## config.mk

```make
export PLATFORM = sky130hd
export DESIGN_NAME = byte_store_host
export DESIGN_NICKNAME = d
export VERILOG_FILES = /design/src/byte_store_pkg.sv /design/src/phase_timer.sv /design/src/byte_store_host.sv
export SDC_FILE = /design/constraint.sdc
export NUM_CORES = 1
export LEC_CHECK = 0
export BUFFER_PORTS_ARGS = -buffer_cell sky130_fd_sc_hd__clkbuf_2
export CAP_MARGIN = 20
export CORE_MARGIN = 4
export CORE_UTILIZATION = 45
export DETAILED_ROUTE_END_ITERATION = 8
export PLACE_DENSITY = 0.66
export SYNTH_ARGS = -nofsm -noshare
export SYNTH_HDL_FRONTEND = slang
export SYNTH_HIERARCHICAL = 1
export SYNTH_SLANG_ARGS = --single-unit
```

## constraint.sdc

```tcl
create_clock -name clk -period 9.75 [get_ports clk]
set_clock_uncertainty 0.05 [all_clocks]
set_input_delay 2.4375 -clock clk [delete_from_list [all_inputs] [get_ports clk]]
set_output_delay 2.4375 -clock clk [all_outputs]
set_load 0.02 [all_outputs]
```

## src/byte_store_pkg.sv

```systemverilog
// constants for the host-side controller of a byte-wide nonvolatile store
// What this block does
// - device select low for every access; nothing happens while it is high
// - write needs select and strobe low with output drive enable high
// - host polls a known location until it matches or the poll limit runs out, then reports done or timeout and goes idle
// - around power changes keep drive enable low, strobe or select high
package byte_store_pkg;
   localparam int ADDR_W = 11;
   localparam int DATA_W = 8;
   localparam int CLK_NS = 25;
   // strobe low time, well above the glitch limit
   localparam int STROBE_NS = 250;
   localparam int STROBE_CYC = (STROBE_NS + CLK_NS - 1) / CLK_NS;
   localparam int GLITCH_NS = 20;
   localparam int GLITCH_CYC = (GLITCH_NS + CLK_NS - 1) / CLK_NS;
   // setup before strobe and read access time
   localparam int SETUP_NS = 50;
   localparam int SETUP_CYC = (SETUP_NS + CLK_NS - 1) / CLK_NS;
   localparam int ACCESS_NS = 500;
   localparam int ACCESS_CYC = (ACCESS_NS + CLK_NS - 1) / CLK_NS;
   // worst-case programming time, longest time rounds down
   localparam int PROG_MS = 10;
   localparam int PROG_CYC_DEF = PROG_MS * 1000000 / CLK_NS;
   localparam int CNT_W = 20;
   localparam logic [ADDR_W-1:0] ADDR_RST = 11'h000;
   localparam logic [DATA_W-1:0] DATA_RST = 8'h00;
endpackage

```

## src/phase_timer.sv

```systemverilog
// down-counter that pulses done after a loaded number of cycles
`timescale 1ns/1ps
module phase_timer (
   input wire logic clk,
   input wire logic rst,
   input wire logic load,
   input wire logic [byte_store_pkg::CNT_W-1:0] count,
   output logic done
);
   logic [byte_store_pkg::CNT_W-1:0] cnt_q, cnt_d;
   logic run_q, run_d;
   // next count
   always_comb begin
      cnt_d = cnt_q;
      run_d = run_q;
      done = run_q && (cnt_q == '0);
      if (load) begin
         cnt_d = count;
         run_d = 1'b1;
      end else if (done) begin
         run_d = 1'b0;
      end else if (run_q) begin
         cnt_d = cnt_q - 1'b1;
      end
   end
   // register
   always_ff @(posedge clk) begin
      if (rst) begin
         cnt_q <= '0;
         run_q <= 1'b0;
      end else begin
         cnt_q <= cnt_d;
         run_q <= run_d;
      end
   end
endmodule // phase_timer

```

## src/byte_store_host.sv

```systemverilog
// host controller driving the byte-wide store through its pins
`timescale 1ns/1ps
module byte_store_host #(
   parameter int PROG_CYC = byte_store_pkg::PROG_CYC_DEF
) (
   input wire logic clk,
   input wire logic rst,
   input wire logic req,
   input wire logic req_write,
   input wire logic req_poll,
   input wire logic [byte_store_pkg::ADDR_W-1:0] req_addr,
   input wire logic [byte_store_pkg::DATA_W-1:0] req_data,
   output logic busy,
   output logic done,
   output logic timeout,
   output logic [byte_store_pkg::DATA_W-1:0] rd_data,
   output logic [byte_store_pkg::ADDR_W-1:0] location_select_lines,
   input wire logic [byte_store_pkg::DATA_W-1:0] byte_bus_lines_i,
   output logic [byte_store_pkg::DATA_W-1:0] byte_bus_lines_o,
   output logic byte_bus_lines_oe_n,
   output logic select_n,
   output logic drive_en_n,
   output logic strobe_n
);
   typedef enum logic [2:0] {
      IDLE = 3'b000,
      RD_ACC = 3'b001,
      RD_END = 3'b010,
      WR_SET = 3'b011,
      WR_PULSE = 3'b100,
      WR_HOLD = 3'b101,
      POLL_WAIT = 3'b110
   } state_t;

   state_t st_q, st_d;
   logic [byte_store_pkg::ADDR_W-1:0] addr_q, addr_d;
   logic [byte_store_pkg::DATA_W-1:0] wdat_q, wdat_d, rdat_q, rdat_d;
   logic poll_q, poll_d, busy_q, busy_d, done_q, done_d, tmo_q, tmo_d;
   logic sel_q, sel_d, oe_q, oe_d, we_q, we_d, bus_q, bus_d;
   logic [byte_store_pkg::CNT_W-1:0] prog_q, prog_d;
   logic [byte_store_pkg::DATA_W-1:0] in_s1_q, in_s2_q, in_s3_q;
   logic tload;
   logic [byte_store_pkg::CNT_W-1:0] tcount;
   logic tdone;

   // read data from the pins: three stages, take when stages two and three agree
   always_ff @(posedge clk) begin
      if (rst) begin
         in_s1_q <= byte_store_pkg::DATA_RST;
         in_s2_q <= byte_store_pkg::DATA_RST;
         in_s3_q <= byte_store_pkg::DATA_RST;
      end else begin
         in_s1_q <= byte_bus_lines_i;
         in_s2_q <= in_s1_q;
         in_s3_q <= in_s2_q;
      end
   end

   phase_timer u_phase_timer (
      .clk(clk),
      .rst(rst),
      .load(tload),
      .count(tcount),
      .done(tdone)
   );

   // sequencer next state
   always_comb begin
      st_d = st_q;
      addr_d = addr_q;
      wdat_d = wdat_q;
      rdat_d = rdat_q;
      poll_d = poll_q;
      busy_d = busy_q;
      done_d = 1'b0;
      tmo_d = 1'b0;
      sel_d = sel_q;
      oe_d = oe_q;
      we_d = we_q;
      bus_d = bus_q;
      prog_d = prog_q;
      tload = 1'b0;
      tcount = '0;
      unique case (st_q)
         IDLE: begin
            // select high between accesses parks the device in standby
            sel_d = 1'b1;
            oe_d = 1'b1;
            we_d = 1'b1;
            bus_d = 1'b1;
            if (req) begin
               addr_d = req_addr;
               wdat_d = req_data;
               poll_d = req_poll;
               busy_d = 1'b1;
               // fresh poll limit, so no leftover count from an earlier write
               prog_d = byte_store_pkg::CNT_W'(PROG_CYC);
               sel_d = 1'b0;
               tload = 1'b1;
               if (req_write) begin
                  st_d = WR_SET;
                  tcount = byte_store_pkg::CNT_W'(byte_store_pkg::SETUP_CYC);
               end else begin
                  oe_d = 1'b0;
                  st_d = RD_ACC;
                  tcount = byte_store_pkg::CNT_W'(byte_store_pkg::ACCESS_CYC);
               end
            end
         end
         RD_ACC: begin
            if (tdone && in_s2_q == in_s3_q) begin
               rdat_d = in_s3_q;
               sel_d = 1'b1;
               oe_d = 1'b1;
               st_d = RD_END;
            end else if (tdone) begin
               // pins still settling when time ran out: look again next cycle
               tload = 1'b1;
            end
         end
         RD_END: begin
            if (poll_q) begin
               // keep polling until the known value reads back or the poll limit runs out
               if (rdat_q == wdat_q) begin
                  busy_d = 1'b0;
                  done_d = 1'b1;
                  st_d = IDLE;
               end else if (prog_q == '0) begin
                  busy_d = 1'b0;
                  tmo_d = 1'b1;
                  st_d = IDLE;
               end else begin
                  sel_d = 1'b0;
                  oe_d = 1'b0;
                  tload = 1'b1;
                  tcount = byte_store_pkg::CNT_W'(byte_store_pkg::ACCESS_CYC);
                  st_d = RD_ACC;
               end
            end else begin
               busy_d = 1'b0;
               done_d = 1'b1;
               st_d = IDLE;
            end
         end
         WR_SET: begin
            // drive enable stays high, address steady before strobe falls
            bus_d = 1'b0;
            if (tdone) begin
               we_d = 1'b0;
               tload = 1'b1;
               tcount = byte_store_pkg::CNT_W'(byte_store_pkg::STROBE_CYC);
               st_d = WR_PULSE;
            end
         end
         WR_PULSE: begin
            if (tdone) begin
               we_d = 1'b1;
               st_d = WR_HOLD;
            end
         end
         WR_HOLD: begin
            // release bus and wait out programming
            sel_d = 1'b1;
            bus_d = 1'b1;
            prog_d = byte_store_pkg::CNT_W'(PROG_CYC);
            st_d = POLL_WAIT;
         end
         POLL_WAIT: begin
            if (prog_q != '0) begin
               prog_d = prog_q - 1'b1;
            end
            if (poll_q) begin
               sel_d = 1'b0;
               oe_d = 1'b0;
               tload = 1'b1;
               tcount = byte_store_pkg::CNT_W'(byte_store_pkg::ACCESS_CYC);
               st_d = RD_ACC;
            end else if (prog_q == '0) begin
               busy_d = 1'b0;
               done_d = 1'b1;
               st_d = IDLE;
            end
         end
         default: begin
            st_d = IDLE;
         end
      endcase
      if (st_q == RD_ACC || st_q == RD_END) begin
         if (prog_q != '0) begin
            prog_d = prog_q - 1'b1;
         end
      end
   end

   // sequencer registers
   always_ff @(posedge clk) begin
      if (rst) begin
         st_q <= IDLE;
         addr_q <= byte_store_pkg::ADDR_RST;
         wdat_q <= byte_store_pkg::DATA_RST;
         rdat_q <= byte_store_pkg::DATA_RST;
         poll_q <= 1'b0;
         busy_q <= 1'b0;
         done_q <= 1'b0;
         tmo_q <= 1'b0;
         sel_q <= 1'b1;
         oe_q <= 1'b1;
         we_q <= 1'b1;
         bus_q <= 1'b1;
         prog_q <= '0;
      end else begin
         st_q <= st_d;
         addr_q <= addr_d;
         wdat_q <= wdat_d;
         rdat_q <= rdat_d;
         poll_q <= poll_d;
         busy_q <= busy_d;
         done_q <= done_d;
         tmo_q <= tmo_d;
         sel_q <= sel_d;
         oe_q <= oe_d;
         we_q <= we_d;
         bus_q <= bus_d;
         prog_q <= prog_d;
      end
   end

   assign busy = busy_q;
   assign done = done_q;
   assign timeout = tmo_q;
   assign rd_data = rdat_q;
   assign location_select_lines = addr_q;
   assign byte_bus_lines_o = wdat_q;
   assign byte_bus_lines_oe_n = bus_q;
   assign select_n = sel_q;
   assign drive_en_n = oe_q;
   assign strobe_n = we_q;

   // strobe low only with select low and drive enable high
   write_combo_a: assert property (@(posedge clk) disable iff (rst)
      !strobe_n |-> (!select_n && drive_en_n)) else $error("bad write combination");
   // host never drives while device drives
   no_contend_a: assert property (@(posedge clk) disable iff (rst)
      !drive_en_n |-> byte_bus_lines_oe_n) else $error("bus contention");
   // strobe low lasts at least two cycles, never a glitch
   strobe_width_a: assert property (@(posedge clk) disable iff (rst)
      $fell(strobe_n) |-> !strobe_n [*2]) else $error("strobe too short");
   // data on bus whenever strobe rises
   data_held_a: assert property (@(posedge clk) disable iff (rst)
      $rose(strobe_n) |-> !$past(byte_bus_lines_oe_n)) else $error("data not driven");
   // address steady through the strobe
   addr_steady_a: assert property (@(posedge clk) disable iff (rst)
      !strobe_n |-> $stable(location_select_lines)) else $error("address moved");
   // select released after a write
   select_release_a: assert property (@(posedge clk) disable iff (rst)
      $rose(strobe_n) |-> ##1 select_n) else $error("select not released");
   // idle keeps select high
   idle_standby_a: assert property (@(posedge clk) disable iff (rst)
      !busy && !$past(busy) |-> select_n) else $error("select low while idle");
   // drive enable low only with select low
   read_select_a: assert property (@(posedge clk) disable iff (rst)
      !drive_en_n |-> !select_n) else $error("read without select");
endmodule // byte_store_host

```

## After elaboration in Yosys (flattened, before gate mapping)

Cells that the tools add are included.

| storage, ports and cells | value |
|---|---|
| register bits | 103 |
| output and inout port bits | 34 |
| word-level logic and storage cells | 126 |

| cells by class | value |
|---|---|
| $add $sub $neg | 2 |
| equal/unequal tests | 19 |
| muxes and demuxes | 61 |
| bitwise operators | 2 |
| reduce and logical (&&, ||, !) cells | 24 |

Operators with widths:

| cell | number |
|---|---|
| $mux 20 | 7 |
| $pmux 20 s3 | 1 |
| $logic_not 20->1 | 2 |
| $sub 20x1->20 const B | 2 |
| $mux 5 | 6 |
| $mux 1 | 29 |
| $mux 3 | 7 |
| $pmux 3 s7 | 1 |
| $ne 2x2->1 const B | 10 |
| $pmux 5 s4 | 1 |
| $reduce_bool 20->1 | 1 |
| $eq 8x8->1 | 2 |
| $reduce_and 6->1 | 2 |
| $pmux 1 s5 | 2 |
| $eq 3x3->1 const B | 3 |
| $eq 3x2->1 const B | 2 |
| $pmux 1 s3 | 2 |
| $reduce_and 2->1 | 3 |
| $reduce_and 3->1 | 2 |
| $reduce_bool 2->1 | 3 |
| $reduce_bool 3->1 | 2 |
| $reduce_and 5->1 | 1 |
| $reduce_bool 5->1 | 1 |
| $mux 4 | 1 |
| 12 further kinds | 15 |

## Logic depth before layout (Yosys ltp)

Gate-level depths: netlist (run 1).

| depth | value |
|---|---|
| word-level depth | 7 |
| gate-level depth with buffers | 14 |

## Hierarchy

The synthesis (run 1) kept the hierarchy.

Modules (own cells, without submodules):

| module | times used | cells an instance | area an instance (um^2) | sequential area each (um^2) |
|---|---|---|---|---|
| byte_store_host | 1 | 428 | 3651.0 | 1641.6 |
| phase_timer | 1 | 163 | 1307.5 | 420.4 |

## Worst setup path before layout (run 1)

No wires, ideal clock.

| timing path | value |
|---|---|
| path type | input port to flip-flop |
| start point | input req |
| end point | register u_phase_timer/cnt_q[10] in the netlist's numbering |
| library setup time | 0.074 ns |
| arrival time | 3.962 ns |
| required time | 9.626 ns |
| slack | 5.663 ns |
| cell stages on the path | 7 |
| path buffers | 2 |
| path through | nor2b_1 -> nand3_1 -> clkbuf_1 -> o211ai_1 -> clkbuf_1 -> or4_1 -> a31oi_1 |

| on the way | value |
|---|---|
| cells in the longest elaborated chain, start to end | 4 |
| elaborated cells between the ends (all ways) | 6 |
| those cells by class | eq/ne (1); mux (3); reduce/logical (2) |

RTL lines:

| what | RTL line | text |
|---|---|---|
| start, declared | byte_store_host.sv:8 | `input wire logic req,` |
| $mux 1 (*) | byte_store_host.sv:91 | `if (req) begin` |
| $pmux 1 s5 (*) | byte_store_host.sv:84 | `unique case (st_q)` |
| named net tload | byte_store_host.sv:42 | `logic tload;` |
| $ne 2x2->1 (no source line) / $reduce_bool 2->1 (equally long branches) | - |  |
| $reduce_and 2->1 (no source line) | - |  |
| end signal, assigned | phase_timer.sv:32 | `cnt_q <= cnt_d;` |
| end, declared | phase_timer.sv:10 | `logic [byte_store_pkg::CNT_W-1:0] cnt_q, cnt_d;` |

The timed path passes the listed nets; every way through them passes the cells marked *.
A chain may end at the register's enable or synchronous reset.

## Worst setup path after layout (run 1)

| timing path | value |
|---|---|
| start point | input req |
| end point | register u_phase_timer/cnt_q[11] in the netlist's numbering |

Same word-level chain as after synthesis.

==> run metrics, run 1 <==
die area=0.0128 mm²; Synth Area in Compound Gates=18.8%; final-report hold violation count=0; Max FO, Critical Path=32; H-tree levels=3; asr flop ratio synth=0%; area growth from synthesis to layout=13.0%; number of synthesized register bits=103; Setup violations, final=0; register area=0.00206 mm²; max-cap viol count=0; Num CTS Buffers=9; CP required=9970 ps; Port Buffers=65; Yosys warning count=6; Pleak=0.00220 µW; Post-Route WL=11,800 µm; largest net degree at the start of global routing=96; Crit Path Class=input port to register; pwr/cell area=293 mW/mm²; Max IR drop VDD=0.000160 V; run status=completed; CP max stage delay=600 ps; clk sink count=103; sw power=728 µW; total gr overflow=0; crit path DAT=5040 ps; die width=113 µm; synthesized area=0.00496 mm²; Clk network pwr share=17.5%; Post-Synth XOR/XNOR Area=3.36%; later-pin clock latency in the skew report=390 ps; HPWL Detailed=8070 µm; RePlAce Congestion=0.833; Diodes inserted=0; sequential share of the synthesized area=41.6%; power consumption=1640 µW; clock buffer depth=2; die span in y=113 µm; core area=0.0108 mm²; Fin Setup TNS=0 ps; initial antenna violation count=0; Min-Delay Path Class=register to register; clk slew on worst S/H paths=110 ps; Final Max Tran Viols=0; first-pass detailed-route iteration total=5; measured slew at the worst slew-check pin=978 ps; Nets=685; Mean Syn Cell Area=8.39 µm²; distinct cell type count after synthesis=67; footprint of the multi-input gates=0.00275 mm²; Cell Int Power=912 µW; Rel. slew slack=34.8%; DRC viols=0; Post-CTS Hold Buffers=0; Comb pwr share=45.0%; vias in the first global route=4,050; CTS tree=built; IO Count=66; sequential fraction of design power=37.5%; Filler cells=1,041; most frequent cells in the layout=dfxtp_1, clkbuf_2, nand2_1; initial DRC count=319; row cnt=38; unrepaired setup endpoints after global routing=false; WL/cell=14.9 µm; GR Util All Layers=19.0%; most common cell after layout, fill and taps aside=dfxtp_1; Initial Utilization=45.9%; Post-CTS Setup Bufs=0; first-pass GRT wire length=20,000 µm; largest family of logic cells by synthesized area=simple AND/OR/NAND/NOR gates; root buf cell=clkbuf_8; post-synthesis adder-cell area fraction=1.01%; Switching Share=44.4%; CP endpoint kind=register; post_cts resized=0; number of enable flip-flop cells after synthesis=0; mux cell area share after synthesis=2.62%; area share of and/or/nand/nor cells after synthesis=28.3%; Final Cycle Share=49.4%; CP max-delay cell=nand3_1; antenna-violating nets left=0; vias after detailed routing=4,428; Post-synth top flop=dfxtp_1; share of cells above drive strength 1=15.9%; Post-Syn Instances=591; Vias/cell=5.58; Achievable Freq=207 MHz; minimum clock period=4820 ps; Worst setup SP type=input port; Cell Chain, Critical Path=clkbuf_2, nor2b_1, nand3_1, o211ai_1, buf_4, inv_1, and4_1, a2111oi_0
[Yosys cell counts (3+ instances only)]
library cell	n	area [µm²]
buf_4	3	22.5
nor4_1	12	75.1
o22a_1	3	26.3
a211oi_1	9	67.6
a21o_1	4	30.0
o21ai_0	24	120
nor3_1	16	80.1
nand3b_1	5	37.5
nor2_1	61	229
dfxtp_1	103	2060
a31oi_1	10	62.6
o2111ai_1	3	26.3
nor2b_1	29	181
buf_2	7	35.0
nand2b_1	4	25.0
nand3_1	9	45.0
ha_1	4	50.1
a21oi_1	46	230
or3_1	10	62.6
o31ai_1	5	37.5
o21a_1	3	22.5
inv_1	14	52.6
nand2_1	63	236
or4_1	10	75.1
xnor2_1	9	78.8
mux2i_1	13	130
a211o_1	4	35.0
xor2_1	10	87.6
nand4_1	7	43.8
a311oi_1	9	78.8
nor4b_1	3	26.3
clkbuf_1	26	97.6
and4_1	7	61.3
[power by group through the flow]
stage               Clock (µW)  Combinational [µW]  Sequential, µW
floorplan                    0                 581             608
global placement             0                 707             618
detailed placement           0                 724             622
CTS                        296                 729             614
global route               310                 827             631
finish                     287                 737             615
[worst max-delay path, delay by kind of cell]
| family | cells | cell delay [ps] |
|---|---|---|
| buffers and inverters | 3 | 850 |
| AOI/OAI and AO/OA | 2 | 610 |
| and+or+nand+nor | 3 | 1140 |
[cell type report]
| class | instances | share of cell area, % |
|---|---|---|
| Clock buffer | 9 | 2.21 |
| Multi-Input combinational cell | 452 | 49.1 |
| Inverter | 14 | 0.938 |
| Clock inverter | 7 | 1.50 |
| Tap cell | 140 | 3.13 |
| Timing Repair Buffer | 69 | 6.34 |
| Sequential cell | 103 | 36.8 |
[cell families after synthesis]
logic type	count (synthesis)
simple gates	257
compound gates	143
flops	103
buf+inv	51
xor+xnor	19
mux	13
fa+ha+maj	4
other cells	1
[per-layer routing]
metal	wire length [µm]	share of wire (%)	vias up	GRT usage (%)
met2	5630	48	100	30.4
li1	-	-	2225	-
met1	5340	45	2086	24.9
met4	210	1.8	0	6.09
met3	619	5.2	17	5.29
met5	0	0	-	0
[sequential cells by signal (all words and copies together) (netlist names), 3 cells and up]
name,count
rd_data,8
in_s1_q,8
location_select_lines,11
prog_q,20
u_phase_timer/cnt_q,20
in_s3_q,8
st_q,3
byte_bus_lines_o,8
in_s2_q,8
[final timing paths]
kind	from	end	slack, ps	depth (start not counted)
setup / recovery	req	u_phase_timer/cnt_q[11]	4930	8
setup reg to reg	u_phase_timer/cnt_q[11]	u_phase_timer/cnt_q[11]	5820	9
hold / removal	in_s1_q[5]	in_s2_q[5]	400	1
hold reg to reg	in_s1_q[5]	in_s2_q[5]	400	1
[per-stage QoR]
step,hold slack (ps),worst slack [ps],utilization [%],std cells,cell area (µm²)
floorplan,364,5660,-,606,5010
CTS,402,4980,51.8,793,5600
global route,416,4620,51.9,794,5600
finish,395,4930,51.9,794,5600
detailed placement,376,4560,49.9,777,5390
global placement,371,4690,49.9,777,5390
Note: power is estimated with default switching activity, not from simulation.
==> inputs of run 2 (changes only) <==
Settings changed: ABC_AREA from default to 1, PLACE_DENSITY 0.66 to 0.68.
Clock period 9.75 ns to 4 ns, I/O delays scaled along.
==> run 2 against run 1 <==
Sequential share of layout area shrank 4.4 points. Sequential power up 140%. Power grew to 3.2 times the previous value. Core utilization increased by 0.82 points. Largest cell class unchanged. Combinational power rose to 3.9 times the previous value. Final cell count increased by 37%. Hold slack got worse by 41 ps. Sequential cell count unchanged. Critical path type is now register to register. Non-clock buffer count unchanged.
==> run metrics, run 2 <==
run status=completed; share of cells above drive strength 1=15.0%; Achievable Freq=330 MHz; Post-Syn Instances=847; routed wl met3=668 µm; later-pin clock latency in the skew report=350 ps; Post-CTS Hold Buffers=0; root buf cell=clkbuf_16; largest cells by area after synthesis=dfxtp_1, nand2_1, nor2_1; pwr/cell area=823 mW/mm²; most common cell after layout, fill and taps aside=nand2_1; clock buffer depth=2; register-to-register setup slack=970 ps; Num CTS Buffers=9; CP max-delay cell=inv_1; Post-Route WL=13,000 µm; final instance area=0.00636 mm²; synthesized area=0.00558 mm²; number of enable flip-flop cells after synthesis=0; largest family of logic cells by synthesized area=simple AND/OR/NAND/NOR gates; CTS tree=built; Rel. slew slack=46.2%; CP startpoint=u_phase_timer/cnt_q[0]; final-report hold violation count=0; first-pass GRT wire length=21,700 µm; Post-CTS Setup Bufs=0; number of synthesized register bits=103; DRC viols=0; Final Cycle Share=75.7%; Vias/cell=4.70; mux cell area share after synthesis=0%; Min-Delay Path Class=register to register; Synth Area in Compound Gates=10.4%; Setup violations, final=0; routed wl met2=5910 µm; initial antenna violation count=0; die area=0.0143 mm²; most frequent cell after synthesis=nand2_1; vias in the first global route=4,546; DR top layer=met4; WL/cell=11.9 µm; IO Count=66; sequential share of the synthesized area=36.9%; Max FO, Critical Path=23; M1 WL=6270 µm; Crit Path Class=register to register; unrepaired setup endpoints after global routing=false; Cell Chain, Critical Path=inv_1, ha_1, nand3_1, nor2_1, and3_1, inv_1, nor2_2, nand2_1, nand4_1, buf_4, inv_1, nand2_4, clkinv_4, nor2_1, nand2_1, nand2_1; initial DRC count=260; die width=119 µm; Max IR drop VDD=0.000445 V; Post-synth top cells=nand2_1, nor2_1, dfxtp_1, inv_1, nand3_1; Nets=953; HPWL Detailed=9620 µm; post-synthesis adder-cell area fraction=0.896%; Initial Utilization=46.3%; area growth from synthesis to layout=13.9%; clk slew on worst S/H paths=80 ps; first-pass detailed-route iteration total=5; Post-Synth XOR/XNOR Area=3.45%; worst hold start=in_s1_q[7]; measured slew at the worst slew-check pin=806 ps; row cnt=40; Pleak=0.00304 µW; asr flop ratio synth=0%; CP required=4250 ps; minimum clock period=3030 ps; H-tree levels=3; final setup margin=973 ps; core area=0.0121 mm²; total gr overflow=0; Diodes inserted=0; post_cts resized=0; dpl ws=887 ps; largest net degree at the start of global routing=39; cell accounting for the most synthesized area=dfxtp_1; vias after detailed routing=5,120; Placed Area=0.00607 mm²; distinct cell type count after synthesis=38; clk sink count=103; area share of and/or/nand/nor cells after synthesis=38.6%; Worst setup SP type=register; GR Util All Layers=18.5%; Post-synth top flop=dfxtp_1; final hold slack=354 ps; area share of the largest cell type after synthesis=36.9%; max-cap viol count=0; Port Buffers=65; Fin Setup TNS=0 ps; antenna-violating nets left=0; most frequent cells in the layout=nand2_1, nor2_1, dfxtp_1; CP max stage delay=360 ps; crit path DAT=3270 ps; Final Max Tran Viols=0; RePlAce Congestion=0.865; reg2reg start=u_phase_timer/cnt_q[0]; Yosys warning count=6; die span in y=119 µm; CP endpoint kind=register; Mean Syn Cell Area=6.59 µm²
-- run 2: metrics by stage --
| step | cells | util, % | total power (µW) |
|---|---|---|---|
| finish | 1090 | 52.7 | 5240 |
| global route | 1090 | 52.7 | 5730 |
| CTS | 1090 | 52.7 | 5270 |
| detailed placement | 1074 | 50.4 | 4380 |
| global placement | 1074 | 50.4 | 4380 |
| floorplan | 862 | - | 3820 |
-- run 2: worst paths after layout --
path                        endpoint  cells after the start
min                       in_s2_q[7]                      2
max          u_phase_timer/cnt_q[10]                     16
max reg2reg  u_phase_timer/cnt_q[10]                     16
min reg2reg               in_s2_q[7]                      2
-- run 2: cell type report --
type                    count  area (µm²)
fillers                  1238        5700
inverters                 106         405
flip-flops and latches    103        2060
clock inverters             6        56.3
multi-input cells         628        3040
well taps                 168         210
repair buffers             69         355
clock buffers              10         229
-- run 2: cells by family (layout without fill, tap and decap cells) --
group                    after synthesis  after routing
XOR/XNOR                              22             22
other                                  1             16
AND/OR/NAND/NOR                      476            476
AO/OA/AOI/OAI                        110            110
flip-flops                           103            103
buffers and inverters                131            191
adder cells (fa/ha/maj)                4              4
-- run 2: critical path: cells and delay by family (launching register included) --
family	cells	cell delay, ps
adder cells (fa/ha/maj)	1	210
buffers and inverters	5	960
flip-flops	1	330
AND/OR/NAND/NOR	10	1400
-- run 2: routing by layer --
layer | vias to the layer above | track usage (%)
met2 | 84 | 30.2
li1 | 2813 | -
met5 | - | 0
met1 | 2214 | 24.2
met4 | 0 | 6.01
met3 | 9 | 4.46
-- run 2: power breakdown --
group / total, µW / switching [µW] / internal, µW
logic: 2880 / 1920 / 958
clock network: 866 / 427 / 439
registers: 1490 / 242 / 1250
total: 5240 / 2590 / 2650
==> inputs of run 3 (changes only) <==
Clock period 4 ns to 2.7 ns, I/O delays scaled along.
==> run 3 against run 2 <==
Die area stayed put. Setup slack worse by 650 ps. Combinational power is 51% higher. Via count is 3.9% higher. Sequential cell count stayed put. Core utilization is 0.57 points higher. First-iteration DRC count is 9.2% higher. Critical path depth is 3 lower. Hold slack worse by 2.0 ps.
==> run metrics, run 3 (synthesis results as in run 2) <==
most frequent cells in the layout=nand2_1, nor2_1, dfxtp_1; Achievable Freq=420 MHz; Pleak=0.00308 µW; DRC viols=0; Nets=959; CP endpoint kind=register; Setup violations, final=0; Max FO, Critical Path=11; Port Buffers=65; Initial Utilization=46.3%; Final Max Tran Viols=0; post_cts resized=0; vias in the first global route=4,887; Non-Filler Instances=1,096; Post-CTS Setup Bufs=0; clk slew on worst S/H paths=80 ps; row cnt=40; first-pass detailed-route iteration total=5; clk sink count=103; Fin Setup TNS=0 ps; Crit Path Class=register to register; Worst setup SP type=register; core area=0.0121 mm²; Post-Route WL=13,400 µm; first-pass GRT wire length=22,900 µm; Max IR drop VDD=0.000482 V; unrepaired setup endpoints after global routing=false; H-tree levels=3; die area=0.0143 mm²; Diodes inserted=0; total gr overflow=0; max-cap viol count=0; largest net degree at the start of global routing=42; Placed Cells=1,080; RePlAce Congestion=0.917; initial DRC count=284; GR Util All Layers=19.2%; initial antenna violation count=0; die width=119 µm; run status=completed; vias after detailed routing=5,318; clock buffer depth=2; Num CTS Buffers=9; WL/cell=12.2 µm; die span in y=119 µm; antenna-violating nets left=0; CP required=2940 ps; CTS tree=built; final-report hold violation count=0; most common cell after layout, fill and taps aside=nand2_1; final hold slack=352 ps; crit path DAT=2620 ps; Final Cycle Share=88.1%; measured slew at the worst slew-check pin=712 ps; Rel. slew slack=52.5%; pwr/cell area=1230 mW/mm²; power consumption=7900 µW; Post-CTS Hold Buffers=0; HPWL Detailed=9830 µm; Min-Delay Path Class=register to register; area growth from synthesis to layout=15.2%; later-pin clock latency in the skew report=350 ps; Vias/cell=4.85; Filler cells=1,177; root buf cell=clkbuf_16; minimum clock period=2380 ps; share of cells above drive strength 1=15.6%; IO Count=66
[run 3: cell count changes in the layout (fill, tap and decap cells not counted), sizes merged]
| cell | change |
|---|---|
| bufinv | +1 |
| clkbuf | -1 |
| buf | +6 |
| inv | -1 |
| clkinvlp | -1 |
| clkinv | +2 |
[run 3: worst max-delay path, cell delays in order (launching register included)]
cell and delay [ps]:
dfxtp_1 350, nor2_1 190, nand2_1 180, nor2_2 170, nand3_4 170, nand4_1 180
nand2_1 70, inv_1 70, nand4_1 100, inv_1 190, nand3_2 280, nor2_1 170
nor2_1 60, nor2_1 80
[run 3: path summary, 6_finish.rpt]
check / start / endpoint / slack (ps) / cells past startpoint
max: prog_q[6] / u_phase_timer/cnt_q[11] / 320 / 13
min: in_s1_q[6] / in_s2_q[6] / 350 / 2
max reg2reg: prog_q[6] / u_phase_timer/cnt_q[11] / 320 / 13
min reg2reg: in_s1_q[6] / in_s2_q[6] / 350 / 2
[run 3: per-stage QoR]
stage	area, µm²	setup slack, ps	utilization (%)
2_1_floorplan	5640	393	-
3_3_place_gp	6120	363	50.7
3_5_place_dp	6120	346	50.7
4_1_cts	6430	330	53.3
5_1_grt	6430	7.90	53.3
6_report	6430	321	53.3
[run 3: layout make-up]
class	count	area, µm²	share of cell area [%]
tap	168	210	3.27
timing repair buffer	75	400	6.23
clock buffer	9	225	3.50
sequential	103	2060	32.1
inverter	106	405	6.31
multi-input combinational	628	3040	47.3
clock inverter	7	83.8	1.30
[run 3: power breakdown]
part / total [µW] / switching (µW) / leakage [µW] / internal (µW)
clock: 1360 / 621 / 0.000154 / 739
combinational: 4340 / 2900 / 0.00209 / 1440
sequential: 2200 / 348 / 0.000844 / 1850
total: 7900 / 3870 / 0.00308 / 4030
[run 3: layer usage]
metal | wire (µm) | GRT usage, % | part of all wire, % | vias to the layer above
li1 | - | - | - | 2817
met1 | 6580 | 26.8 | 49 | 2357
met2 | 5840 | 29.4 | 44 | 123
met3 | 680 | 3.47 | 5.1 | 21
met4 | 248 | 7.80 | 1.9 | 0
met5 | 0 | 0 | 0 | -
